File: src/afrl_map.vh
`ifndef AFRL_MAP_VH
`define AFRL_MAP_VH

////////////////////////////////////////////////////////////////////////
// command codes
`define AFRL_CMD_CLEAR     8'h03
`define AFRL_CMD_OT_RESP   8'h50
`define AFRL_CMD_UT_RESP   8'h54
`define AFRL_CMD_VOV_RESP  8'h56
`define AFRL_CMD_VUV_RESP  8'h5a
`define AFRL_CMD_TON_RESP  8'h63
`define AFRL_CMD_ST_BYTE   8'h78
`define AFRL_CMD_ST_WORD   8'h79
`define AFRL_CMD_ST_VOUT   8'h7a
`define AFRL_CMD_ST_VIN    8'h7c
`define AFRL_CMD_ST_TEMP   8'h7d
`define AFRL_CMD_RDLY      8'hdb
`define AFRL_CMD_RCNT      8'hf7

////////////////////////////////////////////////////////////////////////
// reaction byte fields
`define AFRL_ACT_HI        7
`define AFRL_ACT_LO        6
`define AFRL_RTY_HI        5
`define AFRL_RTY_LO        3
`define AFRL_DGL_ZERO      3'h0
`define AFRL_RCNT_INF      3'h7

////////////////////////////////////////////////////////////////////////
// status bit positions
`define AFRL_SB_HIGH       0
`define AFRL_SB_TEMP       2
`define AFRL_SB_VIN_UV     3
`define AFRL_SW_INPUT      5
`define AFRL_SW_VOUT       7
`define AFRL_SV_TON_MAX    2
`define AFRL_SI_VIN_OV     7
`define AFRL_SI_VIN_UV     4
`define AFRL_ST_OT         7
`define AFRL_ST_UT         4

////////////////////////////////////////////////////////////////////////
// reset values
`define AFRL_RESP_RST      8'h00
`define AFRL_RDLY_RST      16'h03e8
`define AFRL_RCNT_RST      3'h0

////////////////////////////////////////////////////////////////////////
// timing
`define AFRL_CLK_NS        10
`define AFRL_TICK_NS       200000
`define AFRL_CLR_S         16
`define AFRL_TICKS_PER_S   5000
`define AFRL_RDLY_MAX      16'hffdc

`endif

File: src/afrl_chan.v
`timescale 1ns/1ns
`include "afrl_map.vh"

module afrl_chan #(
	parameter CLR_TICKS = `AFRL_CLR_S * `AFRL_TICKS_PER_S
) (
	// clock and reset
	input  wire        core_clk,
	input  wire        reset,
	input  wire        tick,
	// channel control
	input  wire        on_req,
	input  wire        bias_ok,
	input  wire        seq_off_en,
	input  wire [15:0] toff_ticks,
	input  wire [15:0] retry_ticks,
	input  wire [2:0]  retry_limit,
	// selected fault
	input  wire        flt_shut,
	input  wire [2:0]  flt_id,
	input  wire [2:0]  flt_retry,
	// status
	output wire        chan_en,
	output wire        faulted,
	output wire [2:0]  retry_cnt
);

	localparam S_OFF    = 3'h0;
	localparam S_RUN    = 3'h1;
	localparam S_SEQ    = 3'h2;
	localparam S_DECIDE = 3'h3;
	localparam S_WAIT   = 3'h4;
	localparam S_LATCH  = 3'h5;

	reg [2:0]  st_r;
	reg [15:0] tmr_r;
	reg [2:0]  cnt_r;
	reg [2:0]  lim_r;
	reg [2:0]  rty_r;
	reg [2:0]  id_r;
	reg [31:0] good_r;
	wire       go;
	wire       down;

	assign go        = on_req & bias_ok;
	assign down      = (st_r == S_DECIDE) | (st_r == S_WAIT) |
	                   (st_r == S_LATCH);
	assign chan_en   = (st_r == S_RUN) | (st_r == S_SEQ);
	assign faulted   = down;
	assign retry_cnt = cnt_r;

	////////////////////////////////////////////////////////////////////
	always @(posedge core_clk or posedge reset) begin
		if (reset) begin
			st_r   <= S_OFF;
			tmr_r  <= 16'h0000;
			cnt_r  <= 3'h0;
			lim_r  <= 3'h0;
			rty_r  <= 3'h0;
			id_r   <= 3'h0;
			good_r <= 32'h0000_0000;
		end else if (!go) begin
			// command off or bias loss ends retry
			st_r <= S_OFF;
		end else begin
			case (st_r)
			S_OFF: begin
				cnt_r <= 3'h0;
				lim_r <= retry_limit;
				id_r  <= 3'h0;
				st_r  <= S_RUN;
			end
			S_RUN: begin
				if (flt_shut) begin
					if (cnt_r != 3'h0 && flt_id != id_r)
						rty_r <= 3'h0;
					else
						rty_r <= flt_retry;
					id_r <= flt_id;
					if (seq_off_en) begin
						tmr_r <= toff_ticks;
						st_r  <= S_SEQ;
					end else begin
						st_r <= S_DECIDE;
					end
				end
			end
			S_SEQ: begin
				if (tick) begin
					if (tmr_r == 16'h0000)
						st_r <= S_DECIDE;
					else
						tmr_r <= tmr_r - 16'h0001;
				end
			end
			S_DECIDE: begin
				if (rty_r != 3'h0 && lim_r != 3'h0 &&
				    (lim_r == `AFRL_RCNT_INF || cnt_r < lim_r)) begin
					tmr_r <= retry_ticks;
					st_r  <= S_WAIT;
				end else begin
					st_r <= S_LATCH;
				end
			end
			S_WAIT: begin
				if (tick) begin
					if (tmr_r == 16'h0000) begin
						if (cnt_r != `AFRL_RCNT_INF)
							cnt_r <= cnt_r + 3'h1;
						st_r <= S_RUN;
					end else begin
						tmr_r <= tmr_r - 16'h0001;
					end
				end
			end
			S_LATCH: begin
				st_r <= S_LATCH;
			end
			default: begin
				st_r <= S_OFF;
			end
			endcase
			if (down) begin
				good_r <= 32'h0000_0000;
			end else if (tick) begin
				if (good_r >= CLR_TICKS - 1) begin
					good_r <= 32'h0000_0000;
					cnt_r  <= 3'h0;
				end else begin
					good_r <= good_r + 32'h0000_0001;
				end
			end
		end
	end

endmodule

File: src/afrl_top.v
`timescale 1ns/1ns
`include "afrl_map.vh"

// Notes on behaviour
// - monitor faults set byte, word, class flags
// - every monitor fault pulls alert low
// - action 00b keeps channel running
// - other actions shut or sequence off
// - retry 000b latches channel off
// - retries stop on off, bias loss, different fault
// - retry changes may wait for off-on
// - deglitch field always reads zero
// - turn-on timeout sets vout flags, alert
// - limit zero none, 1-6 exact, 7 unlimited
// - retry interval clamped 13.1 s, 200us steps
// - counter clears after 16 s or off-on
// - clear command wipes flags, keeps faulted-off
module afrl_top #(
	parameter TICK_CYC  = `AFRL_TICK_NS / `AFRL_CLK_NS,
	parameter CLR_TICKS = `AFRL_CLR_S * `AFRL_TICKS_PER_S
) (
	// clock and reset
	input  wire        core_clk,
	input  wire        reset,
	// command port
	input  wire        cmd_wr,
	input  wire        cmd_rd,
	input  wire        cmd_page,
	input  wire [7:0]  cmd_code,
	input  wire [15:0] cmd_wdata,
	output reg  [15:0] rsp_data,
	output reg         rsp_valid,
	// monitor reports
	input  wire [1:0]  ot_evt,
	input  wire [1:0]  ut_evt,
	input  wire        vin_ov_evt,
	input  wire        vin_uv_evt,
	input  wire [1:0]  ton_max_evt,
	// channel control
	input  wire [1:0]  on_req,
	input  wire        bias_ok,
	input  wire [1:0]  seq_off_en,
	input  wire [15:0] turn_off_wait,
	// outputs
	output wire [1:0]  chan_en,
	output wire [1:0]  chan_faulted,
	output wire        host_alert_n
);

	reg [15:0] ot_resp_r;
	reg [15:0] ut_resp_r;
	reg [15:0] ton_resp_r;
	reg [7:0]  vov_resp_r;
	reg [7:0]  vuv_resp_r;
	reg [15:0] rdly_r;
	reg [2:0]  rcnt_r;
	reg [1:0]  st_ot_r;
	reg [1:0]  st_ut_r;
	reg [1:0]  st_ton_r;
	reg        st_vov_r;
	reg        st_vuv_r;
	reg        alert_r;
	reg [31:0] div_r;
	reg [15:0] rd_nxt;
	wire       tick;
	wire       clr;
	wire       any_evt;
	wire [15:0] rdly_clamp;
	wire [7:0] sb;
	wire [7:0] sw_hi;
	wire [7:0] s_vout;
	wire [7:0] s_vin;
	wire [7:0] s_temp;

	function act_on;
		input [7:0] b;
		act_on = |b[`AFRL_ACT_HI:`AFRL_ACT_LO];
	endfunction

	////////////////////////////////////////////////////////////////////
	// 200us tick divider
	assign tick = (div_r == TICK_CYC - 1);

	always @(posedge core_clk or posedge reset) begin
		if (reset)
			div_r <= 32'h0000_0000;
		else if (tick)
			div_r <= 32'h0000_0000;
		else
			div_r <= div_r + 32'h0000_0001;
	end

	////////////////////////////////////////////////////////////////////
	// configuration writes
	assign clr = cmd_wr & (cmd_code == `AFRL_CMD_CLEAR);

	always @(posedge core_clk or posedge reset) begin
		if (reset) begin
			ot_resp_r  <= {2{`AFRL_RESP_RST}};
			ut_resp_r  <= {2{`AFRL_RESP_RST}};
			ton_resp_r <= {2{`AFRL_RESP_RST}};
			vov_resp_r <= `AFRL_RESP_RST;
			vuv_resp_r <= `AFRL_RESP_RST;
			rdly_r     <= `AFRL_RDLY_RST;
			rcnt_r     <= `AFRL_RCNT_RST;
		end else if (cmd_wr) begin
			case (cmd_code)
			`AFRL_CMD_OT_RESP:
				ot_resp_r[cmd_page*8 +: 8] <=
					{cmd_wdata[7:3], `AFRL_DGL_ZERO};
			`AFRL_CMD_UT_RESP:
				ut_resp_r[cmd_page*8 +: 8] <=
					{cmd_wdata[7:3], `AFRL_DGL_ZERO};
			`AFRL_CMD_TON_RESP:
				ton_resp_r[cmd_page*8 +: 8] <=
					{cmd_wdata[7:3], `AFRL_DGL_ZERO};
			`AFRL_CMD_VOV_RESP:
				vov_resp_r <= {cmd_wdata[7:3], `AFRL_DGL_ZERO};
			`AFRL_CMD_VUV_RESP:
				vuv_resp_r <= {cmd_wdata[7:3], `AFRL_DGL_ZERO};
			`AFRL_CMD_RDLY:
				rdly_r <= cmd_wdata;
			`AFRL_CMD_RCNT:
				rcnt_r <= cmd_wdata[2:0];
			default: begin
			end
			endcase
		end
	end

	////////////////////////////////////////////////////////////////////
	// sticky status and alert
	assign any_evt = (|ot_evt) | (|ut_evt) | vin_ov_evt | vin_uv_evt |
	                 (|ton_max_evt);

	always @(posedge core_clk or posedge reset) begin
		if (reset) begin
			st_ot_r  <= 2'h0;
			st_ut_r  <= 2'h0;
			st_ton_r <= 2'h0;
			st_vov_r <= 1'b0;
			st_vuv_r <= 1'b0;
			alert_r  <= 1'b0;
		end else begin
			st_ot_r  <= (clr ? 2'h0 : st_ot_r) | ot_evt;
			st_ut_r  <= (clr ? 2'h0 : st_ut_r) | ut_evt;
			st_ton_r <= (clr ? 2'h0 : st_ton_r) | ton_max_evt;
			st_vov_r <= (~clr & st_vov_r) | vin_ov_evt;
			st_vuv_r <= (~clr & st_vuv_r) | vin_uv_evt;
			alert_r  <= (~clr & alert_r) | any_evt;
		end
	end

	assign host_alert_n = ~alert_r;

	////////////////////////////////////////////////////////////////////
	// status composition for selected page
	assign sb = ({7'h00, st_ot_r[cmd_page] | st_ut_r[cmd_page]}
	            << `AFRL_SB_TEMP) |
	            ({7'h00, st_vuv_r} << `AFRL_SB_VIN_UV) |
	            ({7'h00, st_vov_r | st_ton_r[cmd_page]} << `AFRL_SB_HIGH);
	assign sw_hi = ({7'h00, st_ton_r[cmd_page]} << `AFRL_SW_VOUT) |
	               ({7'h00, st_vov_r | st_vuv_r} << `AFRL_SW_INPUT);
	assign s_vout = {7'h00, st_ton_r[cmd_page]} << `AFRL_SV_TON_MAX;
	assign s_vin  = ({7'h00, st_vov_r} << `AFRL_SI_VIN_OV) |
	                ({7'h00, st_vuv_r} << `AFRL_SI_VIN_UV);
	assign s_temp = ({7'h00, st_ot_r[cmd_page]} << `AFRL_ST_OT) |
	                ({7'h00, st_ut_r[cmd_page]} << `AFRL_ST_UT);

	always @* begin
		rd_nxt = 16'h0000;
		case (cmd_code)
		`AFRL_CMD_OT_RESP:  rd_nxt = {8'h00, ot_resp_r[cmd_page*8 +: 8]};
		`AFRL_CMD_UT_RESP:  rd_nxt = {8'h00, ut_resp_r[cmd_page*8 +: 8]};
		`AFRL_CMD_TON_RESP: rd_nxt = {8'h00, ton_resp_r[cmd_page*8 +: 8]};
		`AFRL_CMD_VOV_RESP: rd_nxt = {8'h00, vov_resp_r};
		`AFRL_CMD_VUV_RESP: rd_nxt = {8'h00, vuv_resp_r};
		`AFRL_CMD_RDLY:     rd_nxt = rdly_r;
		`AFRL_CMD_RCNT:     rd_nxt = {13'h0000, rcnt_r};
		`AFRL_CMD_ST_BYTE:  rd_nxt = {8'h00, sb};
		`AFRL_CMD_ST_WORD:  rd_nxt = {sw_hi, sb};
		`AFRL_CMD_ST_VOUT:  rd_nxt = {8'h00, s_vout};
		`AFRL_CMD_ST_VIN:   rd_nxt = {8'h00, s_vin};
		`AFRL_CMD_ST_TEMP:  rd_nxt = {8'h00, s_temp};
		default:            rd_nxt = 16'h0000;
		endcase
	end

	always @(posedge core_clk or posedge reset) begin
		if (reset) begin
			rsp_data  <= 16'h0000;
			rsp_valid <= 1'b0;
		end else begin
			rsp_valid <= cmd_rd;
			if (cmd_rd)
				rsp_data <= rd_nxt;
		end
	end

	////////////////////////////////////////////////////////////////////
	// interval clamped, counted in 200us ticks
	assign rdly_clamp = (rdly_r > `AFRL_RDLY_MAX) ? `AFRL_RDLY_MAX : rdly_r;

	genvar gi;
	generate
		for (gi = 0; gi < 2; gi = gi + 1) begin : g_ch
			reg  [7:0] sel_b;
			reg  [2:0] sel_id;
			wire [7:0] ot_b;
			wire [7:0] ut_b;
			wire [7:0] tn_b;

			assign ot_b = ot_resp_r[gi*8 +: 8];
			assign ut_b = ut_resp_r[gi*8 +: 8];
			assign tn_b = ton_resp_r[gi*8 +: 8];

			// action 00b never selected to shut down
			always @* begin
				sel_b  = 8'h00;
				sel_id = 3'h0;
				if (ut_evt[gi] && act_on(ut_b)) begin
					sel_b  = ut_b;
					sel_id = 3'h5;
				end
				if (ot_evt[gi] && act_on(ot_b)) begin
					sel_b  = ot_b;
					sel_id = 3'h4;
				end
				if (vin_uv_evt && act_on(vuv_resp_r)) begin
					sel_b  = vuv_resp_r;
					sel_id = 3'h3;
				end
				if (vin_ov_evt && act_on(vov_resp_r)) begin
					sel_b  = vov_resp_r;
					sel_id = 3'h2;
				end
				if (ton_max_evt[gi] && act_on(tn_b)) begin
					sel_b  = tn_b;
					sel_id = 3'h1;
				end
			end

			afrl_chan #(
				.CLR_TICKS (CLR_TICKS)
			) u_chan (
				.core_clk    (core_clk),
				.reset       (reset),
				.tick        (tick),
				.on_req      (on_req[gi]),
				.bias_ok     (bias_ok),
				.seq_off_en  (seq_off_en[gi]),
				.toff_ticks  (turn_off_wait),
				.retry_ticks (rdly_clamp),
				.retry_limit (rcnt_r),
				.flt_shut    (sel_id != 3'h0),
				.flt_id      (sel_id),
				.flt_retry   (sel_b[`AFRL_RTY_HI:`AFRL_RTY_LO]),
				.chan_en     (chan_en[gi]),
				.faulted     (chan_faulted[gi]),
				.retry_cnt   ()
			);
		end
	endgenerate

endmodule

File: config.mk
export PLATFORM = sky130hd
export DESIGN_NAME = afrl_top
export DESIGN_NICKNAME = d
export VERILOG_FILES = /design/src/afrl_chan.v /design/src/afrl_top.v
export VERILOG_INCLUDE_DIRS = /design/src
export SDC_FILE = /design/constraint.sdc
export NUM_CORES = 1
export LEC_CHECK = 0
export ABC_CLOCK_PERIOD_IN_PS = 18230
export BUFFER_PORTS_ARGS = -buffer_cell sky130_fd_sc_hd__buf_4
export CORE_MARGIN = 10
export CORE_UTILIZATION = 45
export CTS_BUF_LIST = sky130_fd_sc_hd__clkbuf_8
export DETAILED_ROUTE_END_ITERATION = 8
export GPL_TIMING_DRIVEN = 0
export HOLD_SLACK_MARGIN = 0.15
export PLACE_DENSITY_LB_ADDON = 0.2
export SLEW_MARGIN = 20
export SYNTH_ARGS = -nofsm -noshare
export SYNTH_HDL_FRONTEND = slang
export SYNTH_SLANG_ARGS = --single-unit
export TNS_END_PERCENT = 100
File: constraint.sdc
create_clock -name core_clk -period 18.23 [get_ports core_clk]
set_clock_uncertainty 0.15 [all_clocks]
set_input_delay 1.823 -clock core_clk [delete_from_list [all_inputs] [get_ports core_clk]]
set_output_delay 1.823 -clock core_clk [all_outputs]
set_load 0.01 [all_outputs]
---- Word-level counts from Yosys, hierarchy flattened ----
Cells that the tools add are included.
operators by class
  shifts and indexed selects .............. 5
  reductions and logical operators ........ 66
  order comparisons ....................... 6
  $add $sub $neg .......................... 8
  bitwise logic cells ..................... 32
  equality and inequality tests ........... 50
  mux-type cells .......................... 91
operators with widths
  operator                   number
  $mux W32                   7
  $pmux W16 S12              1
  $mux W16                   11
  $mux W3                    38
  $add A32 B1 Y32 const B    3
  $pmux W16 S3               2
  $eq A8 B7 Y1 const B       10
  $ge A32 B17 Y1 const B     2
  $mux W6                    10
  $bwmux W16                 3
  $shiftx A16 B5 Y8          3
  $pmux W3 S6                2
  $neg A4 Y34                1
  $shift A8 B34 Y16 const A  1
  $shiftx A8 B34 Y16         1
  $eq A32 B15 Y1 const B     1
  $logic_not A16 Y1          2
  $sub A16 B1 Y16 const B    2
  $reduce_bool A3 Y1         10
  $reduce_or A2 Y1           13
  $ne A3 B3 Y1 const B       8
  $pmux W3 S2                4
  $reduce_and A2 Y1          11
  $eq A3 B3 Y1 const B       6
  other kinds (29)           106
storage, ports and cells
  logic and storage cells ................. 288
  input bits .............................. 58
  bits in registers ....................... 261

---- Longest topological paths before layout ----
Gate-level depths: netlist of the first run.
  depth in word-level cells ............... 11
  gate-level depth with buffers ........... 10
  gate-level depth less buffers ........... 8

---- Modules after synthesis ----
A second synthesis of the first run with hierarchy kept.
second synthesis, totals
  cells, all modules ...................... 1385
  area total of the unflattened synthesis .. 13295.3 µm²
by module, submodules not included
  module     cells an instance  area each (µm²)  sequential area each (µm²)  times used
  afrl_chan  428                3752.3           1576.5                      2
  afrl_top   529                5790.6           2935.3                      1

---- Worst setup path before layout of the first run ----
OpenSTA, ideal clock, no wires.
  kind .................................... input to register
  start point ............................. input port cmd_code[0]
  end point ............................... register vov_resp_r[3]
  data arrival time ....................... 3.593 ns
  stages .................................. 6
  path slack .............................. 14.362 ns
  data required time ...................... 17.955 ns
  path through ............................ clkbuf_1 > or3_1 > or2_2 > nor3_1 > nand2_1 > mux2_2
on the way
  longest elaborated chain between the ends .. 2
RTL lines
  item                                RTL line        source
  from (decl)                         afrl_top.v:29   input wire [7:0] cmd_code,
  $eq A8 B7 Y1                        afrl_top.v:107  case (cmd_code)
  $reduce_and A2 Y1 (no source line)  n/a
  to (signal assigned)                afrl_top.v:102  vov_resp_r <= `AFRL_RESP_RST;
  to (signal assigned)                afrl_top.v:118  vov_resp_r <= {cmd_wdata[7:3], `AFRL_DGL_ZERO};
  to (decl)                           afrl_top.v:53   reg [7:0] vov_resp_r;
Every way passes these cells.
A chain may end at the register's enable or synchronous reset.

---- Worst setup path after layout of the first run ----
  start point ............................. register g_ch[1].u_chan.st_r[0]
  end point ............................... output port chan_faulted[1]
on the way
  longest elaborated chain between the ends .. 3
  elaborated cells on any way between the ends .. 5
  classes of those cells .................. eq/ne: 3; bitwise: 2
RTL lines
  item                                                 RTL line        source
  from (decl)                                          afrl_chan.v:35  reg [2:0] st_r;
  from (signal assigned)                               afrl_chan.v:55  st_r <= S_OFF;
  from (signal assigned)                               afrl_chan.v:64  st_r <= S_OFF;
  from (signal assigned)                               afrl_chan.v:71  st_r <= S_RUN;
  $eq A3 B2 Y1 / $eq A3 B3 Y1 (equally long branches)  afrl_chan.v:46  assign down = (st_r == S_DECIDE) | (st_r == S_WAIT) |
  $or A1 B1 Y1                                         afrl_chan.v:46
  $or A1 B1 Y1 (*)                                     afrl_chan.v:46
  to (decl)                                            afrl_top.v:46   output wire [1:0] chan_faulted,
Mark *: on every way between the ends. The rest lies on a longest branch, timed or not.

==> results of run 1 <==
[cell type report]
type / count / share of cell area
Timing Repair Buffer: 79 / 0.0419
Multi-Input combinational cell: 1005 / 0.437
Clock inverter: 27 / 0.00861
Sequential cell: 243 / 0.403
Tap cell: 384 / 0.0318
Buffer: 57 / 0.0172
Clock buffer: 52 / 0.0474
Inverter: 51 / 0.0132
[state kept, by name (all words and copies together) (netlist names), 2 cells and up]
register and cells:
vuv_resp_r 5, g_ch.u_chan.id_r 6, ton_resp_r 10, g_ch.u_chan.good_r 64
g_ch.u_chan.st_r 6, rdly_r 16, st_ut_r 2, g_ch.u_chan.tmr_r 32
st_ot_r 2, g_ch.u_chan.retry_cnt 6, st_ton_r 2, g_ch.u_chan.lim_r 6
rcnt_r 3, div_r 32, ut_resp_r 10, vov_resp_r 5
rsp_data 16, g_ch.u_chan.rty_r 6, ot_resp_r 10
[per-stage QoR]
step	utilization	hold slack [ps]
5_1_grt	0.525	342
6_report	0.525	317
3_3_place_gp	0.493	310
3_5_place_dp	0.496	309
2_1_floorplan	-	287
4_1_cts	0.525	320
[report_power, final]
part	internal [uW]	switching [uW]	leakage, uW
logic	66.1	89.1	0.00292
clock network	261	233	0.000498
registers	575	38.7	0.00321
total	902	361	0.00662
[cell usage after synthesis, types with 8 or more instances]
cell type / n
dfrtp_1: 237
nor2_1: 125
nand2_1: 96
o21ai_0: 92
mux2_2: 78
a21oi_1: 55
inv_1: 50
nand3_1: 50
clkbuf_1: 41
nor3_1: 38
o31ai_1: 32
and3_1: 30
xnor2_1: 30
a221oi_1: 28
nor4_1: 24
nand4_1: 23
xor2_1: 22
a31oi_1: 20
nand2b_1: 17
o21a_1: 17
or3_1: 16
a21o_1: 14
ha_1: 13
a211oi_1: 11
nor2b_1: 11
buf_2: 10
a22oi_1: 9
and2_1: 9
and4_1: 8
[cells by family (layout without fill, tap and decap cells)]
group,after synthesis,in the layout,share of synthesized area
adder cells (fa/ha/maj),13,13,0.0124
AND/OR/NAND/NOR,495,495,0.195
buffers and inverters,108,266,0.0344
multiplexers,84,84,0.0718
flip-flops,243,243,0.463
XOR/XNOR,52,52,0.0347
AO/OA/AOI/OAI,361,361,0.188
[layer usage]
metal,up-vias,GRT usage,part of all wire
li1,5324,-,-
met1,5496,0.279,0.45
met2,373,0.327,0.46
met3,85,0.0382,0.056
met4,0,0.0757,0.032
met5,-,0,0
[placed cells by master, fill, tap and decap left out, types with 8 or more instances in the layout]
cell type  synthesis  routed
a211oi_1          11      11
a21o_1            14      14
a21oi_1           55      55
a221oi_1          28      28
a22oi_1            9       9
a31oi_1           20      20
and2_1             9       9
and3_1            30      30
and4_1             8       8
buf_2             10      10
buf_4              4      81
clkbuf_1          41      41
clkbuf_8           0      52
clkinv_2           0      10
dfrtp_1          237     237
ha_1              13      13
inv_1             50      63
mux2_2            78      78
nand2_1           96      96
nand2b_1          17      17
nand3_1           50      50
nand4_1           23      23
nor2_1           125     125
nor2b_1           11      11
nor3_1            38      38
nor4_1            24      24
o21a_1            17      17
o21ai_0           92      92
o31ai_1           32      32
or3_1             16      16
xnor2_1           30      30
xor2_1            22      22
[worst min-delay path by stage]
| stage | start | to | depth (start not counted) |
|---|---|---|---|
| after global routing | g_ch[1].u_chan.good_r[13] | g_ch[1].u_chan.good_r[13] | 1 |
| final | g_ch[1].u_chan.good_r[13] | g_ch[1].u_chan.good_r[13] | 1 |
| after floorplan | g_ch[1].u_chan.good_r[13] | g_ch[1].u_chan.good_r[13] | 1 |
| after detailed placement | div_r[31] | div_r[31] | 1 |
| after CTS | g_ch[1].u_chan.good_r[13] | g_ch[1].u_chan.good_r[13] | 1 |
| after global placement | st_ton_r[1] | st_ton_r[1] | 1 |
[worst max-delay path, cell delays in order (launching register included)]
cell	delay (ps)
dfrtp_1	410
and3b_1	170
clkbuf_1	180
nor2_1	400
inv_1	240
buf_4	180
buf_4	130
==> flow_metrics.env, run 1 <==
export IMPL_finalHoldViolations=0
export IMPL_clock_sinks=243
export IMPL_synth_top_flop_cell="dfrtp_1"
export IMPL_stdcell_count=1898
export IMPL_gp_congestion=0.916
export IMPL_synth_distinct_cells=79
export IMPL_setup_ws_ps=13970
export IMPL_rows=62
export IMPL_synth_warnings=0
export IMPL_drive_above_1_share=0.176
export IMPL_worstHoldPathType="reg -> reg"
export IMPL_synth_seq_area_share=0.463
export IMPL_period_share=0.234
export IMPL_period_needed_ps=4260
export IMPL_worstSetupEndpointType="primary output"
export IMPL_drc=0
export IMPL_clk_path_buf_depth=3
export IMPL_insertion_delay_ps=570
export IMPL_reg2regPathDepth=7
export IMPL_path_max_fanout=5
export IMPL_cts_buffers=44
export IMPL_die_x_um=191
export IMPL_cap_violations=0
export IMPL_syn_avg_cell_area_sq_um=9.69
export IMPL_start_kind="flip-flop"
export IMPL_core_sq_um=28800
export IMPL_setup_violations=0
export IMPL_vias=11278
export IMPL_crit_type="reg -> out"
export IMPL_fp_dieH_um=191
export IMPL_grt_pass1_wl_um=61500
export IMPL_synth_nets=1427
export IMPL_synth_async_reset_ratio=1.00
export IMPL_path_clk_slew_ps=60
export IMPL_r2r_start="div_r[17]"
export IMPL_status="finished clean"
export IMPL_placed_area_sq_um=14300
export IMPL_io_pins=80
export IMPL_final_area_sq_um=15100
export IMPL_grt_max_degree=88
export IMPL_antenna_found_initial=0
export IMPL_wl_per_cell_um=20.0
export IMPL_cts_repair_resized=0
export IMPL_post_place_ws_ps=13570
export IMPL_dieArea_sq_um=36400
export IMPL_ys_top_cells_by_area="dfrtp_1 45%, mux2_2 6.7%, nor2_1 3.6%, o21ai_0 3.5%, nand2_1 2.7%"
export IMPL_totalPowerFinal_uw=1260
export IMPL_required_ps=16260
export IMPL_drtAntennaViolNets=0
export IMPL_layout_nets=1552
export IMPL_regArea_sq_um=6090
export IMPL_place_hpwl_um=27900
export IMPL_routed_via_density=5.94
export IMPL_grt_overflow_total=0
export IMPL_postCtsSetupBuffers=0
export IMPL_grt_total_usage=0.207
export IMPL_ys_ff_latch=243
export IMPL_synth_edff_count=0
export IMPL_htreeDepth=2
export IMPL_worstMarginPinSlew_ps=1070
export IMPL_n_fill_cell=2708
export IMPL_first_pass_iters=6
export IMPL_area_delta_synth_final_pct=15.0
export IMPL_p_leak_uw=0.00662
export IMPL_synth_top_area_cell="dfrtp_1"
export IMPL_fmax_mhz=235
export IMPL_rsz0062_at_grt="false"
export IMPL_slew_viol_final=0
export IMPL_n_antenna_cell=0
export IMPL_cts_tree="built"
export IMPL_multi_input_area_sq_um=6600
export IMPL_root_buffer="clkbuf_8"
export IMPL_syn_area_sq_um=13100
export IMPL_rr_endpoint="g_ch[0].u_chan.good_r[6]"
export IMPL_setup_tns_ps=0
export IMPL_drt_total_wl_um=38000
export IMPL_grt_pass1_vias=11168
export IMPL_start_util=0.457
export IMPL_max_slew_margin=0.283
export IMPL_drtIter0Drc=1103
export IMPL_port_buffers=77
export IMPL_p_per_area_nw_per_um2=83.6
export IMPL_rrSetupSlack_ps=14700
export IMPL_place_inst=1819
export IMPL_synth_top_area_share=0.451
export IMPL_worst_setup_path_endpoint="chan_faulted[1]"
export IMPL_ir_drop_v=0.0000494
export IMPL_cts_hold_buffers=0
export IMPL_worstPathArrival_ps=2290
export IMPL_crit_start="g_ch[1].u_chan.st_r[0]"
export IMPL_synthCells=1356
Power figures use the tool's default switching activity.
==> inputs of run 2 (changes only) <==
--- a/config.mk
+++ b/config.mk
@@ -6,7 +6,7 @@
 export SDC_FILE = /design/constraint.sdc
 export NUM_CORES = 1
 export LEC_CHECK = 0
-export ABC_CLOCK_PERIOD_IN_PS = 18230
+export ABC_CLOCK_PERIOD_IN_PS = 3490
 export BUFFER_PORTS_ARGS = -buffer_cell sky130_fd_sc_hd__buf_4
 export CORE_MARGIN = 10
 export CORE_UTILIZATION = 45
==> constraint.sdc (replaced) <==
create_clock -name core_clk -period 3.49 [get_ports core_clk]
set_clock_uncertainty 0.15 [all_clocks]
set_input_delay 0.349 -clock core_clk [delete_from_list [all_inputs] [get_ports core_clk]]
set_output_delay 0.349 -clock core_clk [all_outputs]
set_load 0.01 [all_outputs]
==> flow_metrics.env, run 2 (synthesis results as in run 1) <==
export IMPL_final_area_sq_um=15800
export IMPL_stdcell_count=1946
export IMPL_worstSetupEndpointType="flip-flop"
export IMPL_port_buffers=77
export IMPL_reg_top3="g_ch.u_chan.good_r (64), div_r (32), g_ch.u_chan.tmr_r (32)"
export IMPL_top_register="g_ch.u_chan.good_r"
export IMPL_start_kind="flip-flop"
export IMPL_postCtsSetupBuffers=0
export IMPL_grt_pass1_wl_um=62200
export IMPL_drtAntennaViolNets=0
export IMPL_root_buffer="clkbuf_8"
export IMPL_layout_commonest_cell="dfrtp_1"
export IMPL_required_ps=3770
export IMPL_area_delta_synth_final_pct=20.2
export IMPL_core_sq_um=28800
export IMPL_routed_via_density=5.91
export IMPL_htreeDepth=2
export IMPL_rrSetupSlack_ps=300
export IMPL_crit_chain="inv_1, ha_1, nor3b_1, nand3_1, nor3_1, nand3_1, mux2_2, o32ai_1"
export IMPL_drtIter0Drc=962
export IMPL_combPwrFrac=0.124
export IMPL_cap_violations=0
export IMPL_dieArea_sq_um=36400
export IMPL_crit_start="g_ch[0].u_chan.tmr_r[0]"
export IMPL_p_per_area_nw_per_um2=446
export IMPL_r2r_start="g_ch[0].u_chan.tmr_r[0]"
export IMPL_worstPathArrival_ps=3470
export IMPL_gp_congestion=0.943
export IMPL_status="finished clean"
export IMPL_insertion_delay_ps=540
export IMPL_worstMarginPinSlew_ps=935
export IMPL_finalHoldViolations=0
export IMPL_die_x_um=191
export IMPL_sw_frac_of_total=0.269
export IMPL_placed_area_sq_um=14400
export IMPL_path_max_fanout=6
export IMPL_place_hpwl_um=28600
export IMPL_period_needed_ps=3190
export IMPL_place_inst=1825
export IMPL_p_switching_uw=1900
export IMPL_setup_tns_ps=0
export IMPL_worstHoldPathType="in -> async"
export IMPL_p_leak_uw=0.00691
export IMPL_antenna_found_initial=0
export IMPL_cpMostUsedCell="nand3_1"
export IMPL_fmax_mhz=314
export IMPL_rows=62
export IMPL_fp_dieH_um=191
export IMPL_grt_overflow_total=0
export IMPL_grt_total_usage=0.209
export IMPL_wl_per_cell_um=19.6
export IMPL_seqPwrFrac=0.454
export IMPL_drive_above_1_share=0.178
export IMPL_internal_power_uw=5150
export IMPL_drt_total_wl_um=38200
export IMPL_layout_nets=1601
export IMPL_clk_path_buf_depth=3
export IMPL_rsz0062_at_grt="false"
export IMPL_slew_viol_final=0
export IMPL_rr_endpoint="g_ch[0].u_chan.retry_cnt[1]"
export IMPL_max_slew_margin=0.371
export IMPL_drc=0
export IMPL_grt_pass1_vias=11529
export IMPL_cts_buffers=44
export IMPL_start_util=0.457
export IMPL_clock_sinks=243
export IMPL_totalPowerFinal_uw=7050
export IMPL_ir_drop_v=0.000299
export IMPL_crit_type="reg -> reg"
export IMPL_largest_reg_flops=64
export IMPL_grt_max_degree=34
export IMPL_reg2regPathDepth=8
export IMPL_n_antenna_cell=0
export IMPL_layout_common_cells="237 x dfrtp_1, 125 x nor2_1, 96 x nand2_1"
export IMPL_cts_tree="built"
export IMPL_clockPowerShare=0.422
export IMPL_path_clk_slew_ps=60
export IMPL_setup_violations=0
export IMPL_slowest_stage="nor3b_1"
export IMPL_first_pass_iters=5
export IMPL_vias=11507
export IMPL_period_share=0.913
export IMPL_slowest_delay_ps=720
export IMPL_io_pins=80
## run 2: cell count changes in the layout (fill, tap and decap cells not counted)
cell / previous run / this run
inv_6: 1 / 0
nor3_4: 0 / 1
nor3_2: 2 / 1
clkinv_2: 10 / 5
dlygate4sd3_1: 0 / 43
bufinv_16: 0 / 2
inv_8: 2 / 0
inv_1: 63 / 56
buf_16: 2 / 1
clkbuf_8: 52 / 64
buf_12: 0 / 7
## run 2: metal layers
layer | wire [um] | up-vias | global-route usage
li1 | - | 5424 | -
met1 | 17100 | 5654 | 0.281
met2 | 18000 | 352 | 0.338
met3 | 2240 | 77 | 0.0369
met4 | 794 | 0 | 0.0591
met5 | 0 | - | 0
## run 2: layout make-up
cell class,count,area [sq um]
fill,2625,13000
multi-input combinational,1005,6610
sequential,243,6090
timing repair buffer,128,1180
clock buffer,64,881
tap,384,480
buffer,57,260
inverter,51,195
clock inverter,14,111
## run 2: worst max-delay path by stage
stage / endpoint / slack [ps] / depth (start not counted)
floorplan: alert_r / -190 / 1
global placement: g_ch[1].u_chan.tmr_r[6] / -1760 / 2
detailed placement: rdly_r[2] / 120 / 7
CTS: g_ch[1].u_chan.good_r[9] / 260 / 7
global route: g_ch[0].u_chan.good_r[16] / 90 / 7
finish: g_ch[0].u_chan.retry_cnt[1] / 300 / 8
## run 2: critical path, delay by kind of cell (launching register included)
family          cells  cell delay, ps
mux                 1             330
compound gates      1             230
fa+ha+maj           1             180
simple gates        4            1680
flops               1             420
buf+inv             1             100
## run 2: timing repair
item                       4_1_cts  5_1_grt
hold buffers                    43        0
hold endpoints to repair       168        0
gates resized for setup          0        1
setup endpoints to repair        0       23
## run 2: power by group through the flow
stage | combinational, uW | clock, uW | sequential [uW]
final | 872 | 2980 | 3210
after global routing | 970 | 3180 | 3230
after CTS | 870 | 3050 | 3200
after detailed placement | 828 | 0 | 3250
after global placement | 785 | 0 | 3240
after floorplan | 574 | 0 | 3190
## run 2: per-stage QoR
stage / util / hold slack (ps) / setup slack, ps
floorplan: - / 230 / -194
global placement: 0.493 / 307 / -1760
detailed placement: 0.499 / 245 / 121
CTS: 0.549 / 203 / 258
global route: 0.549 / 259 / 93.0
finish: 0.549 / 220 / 303
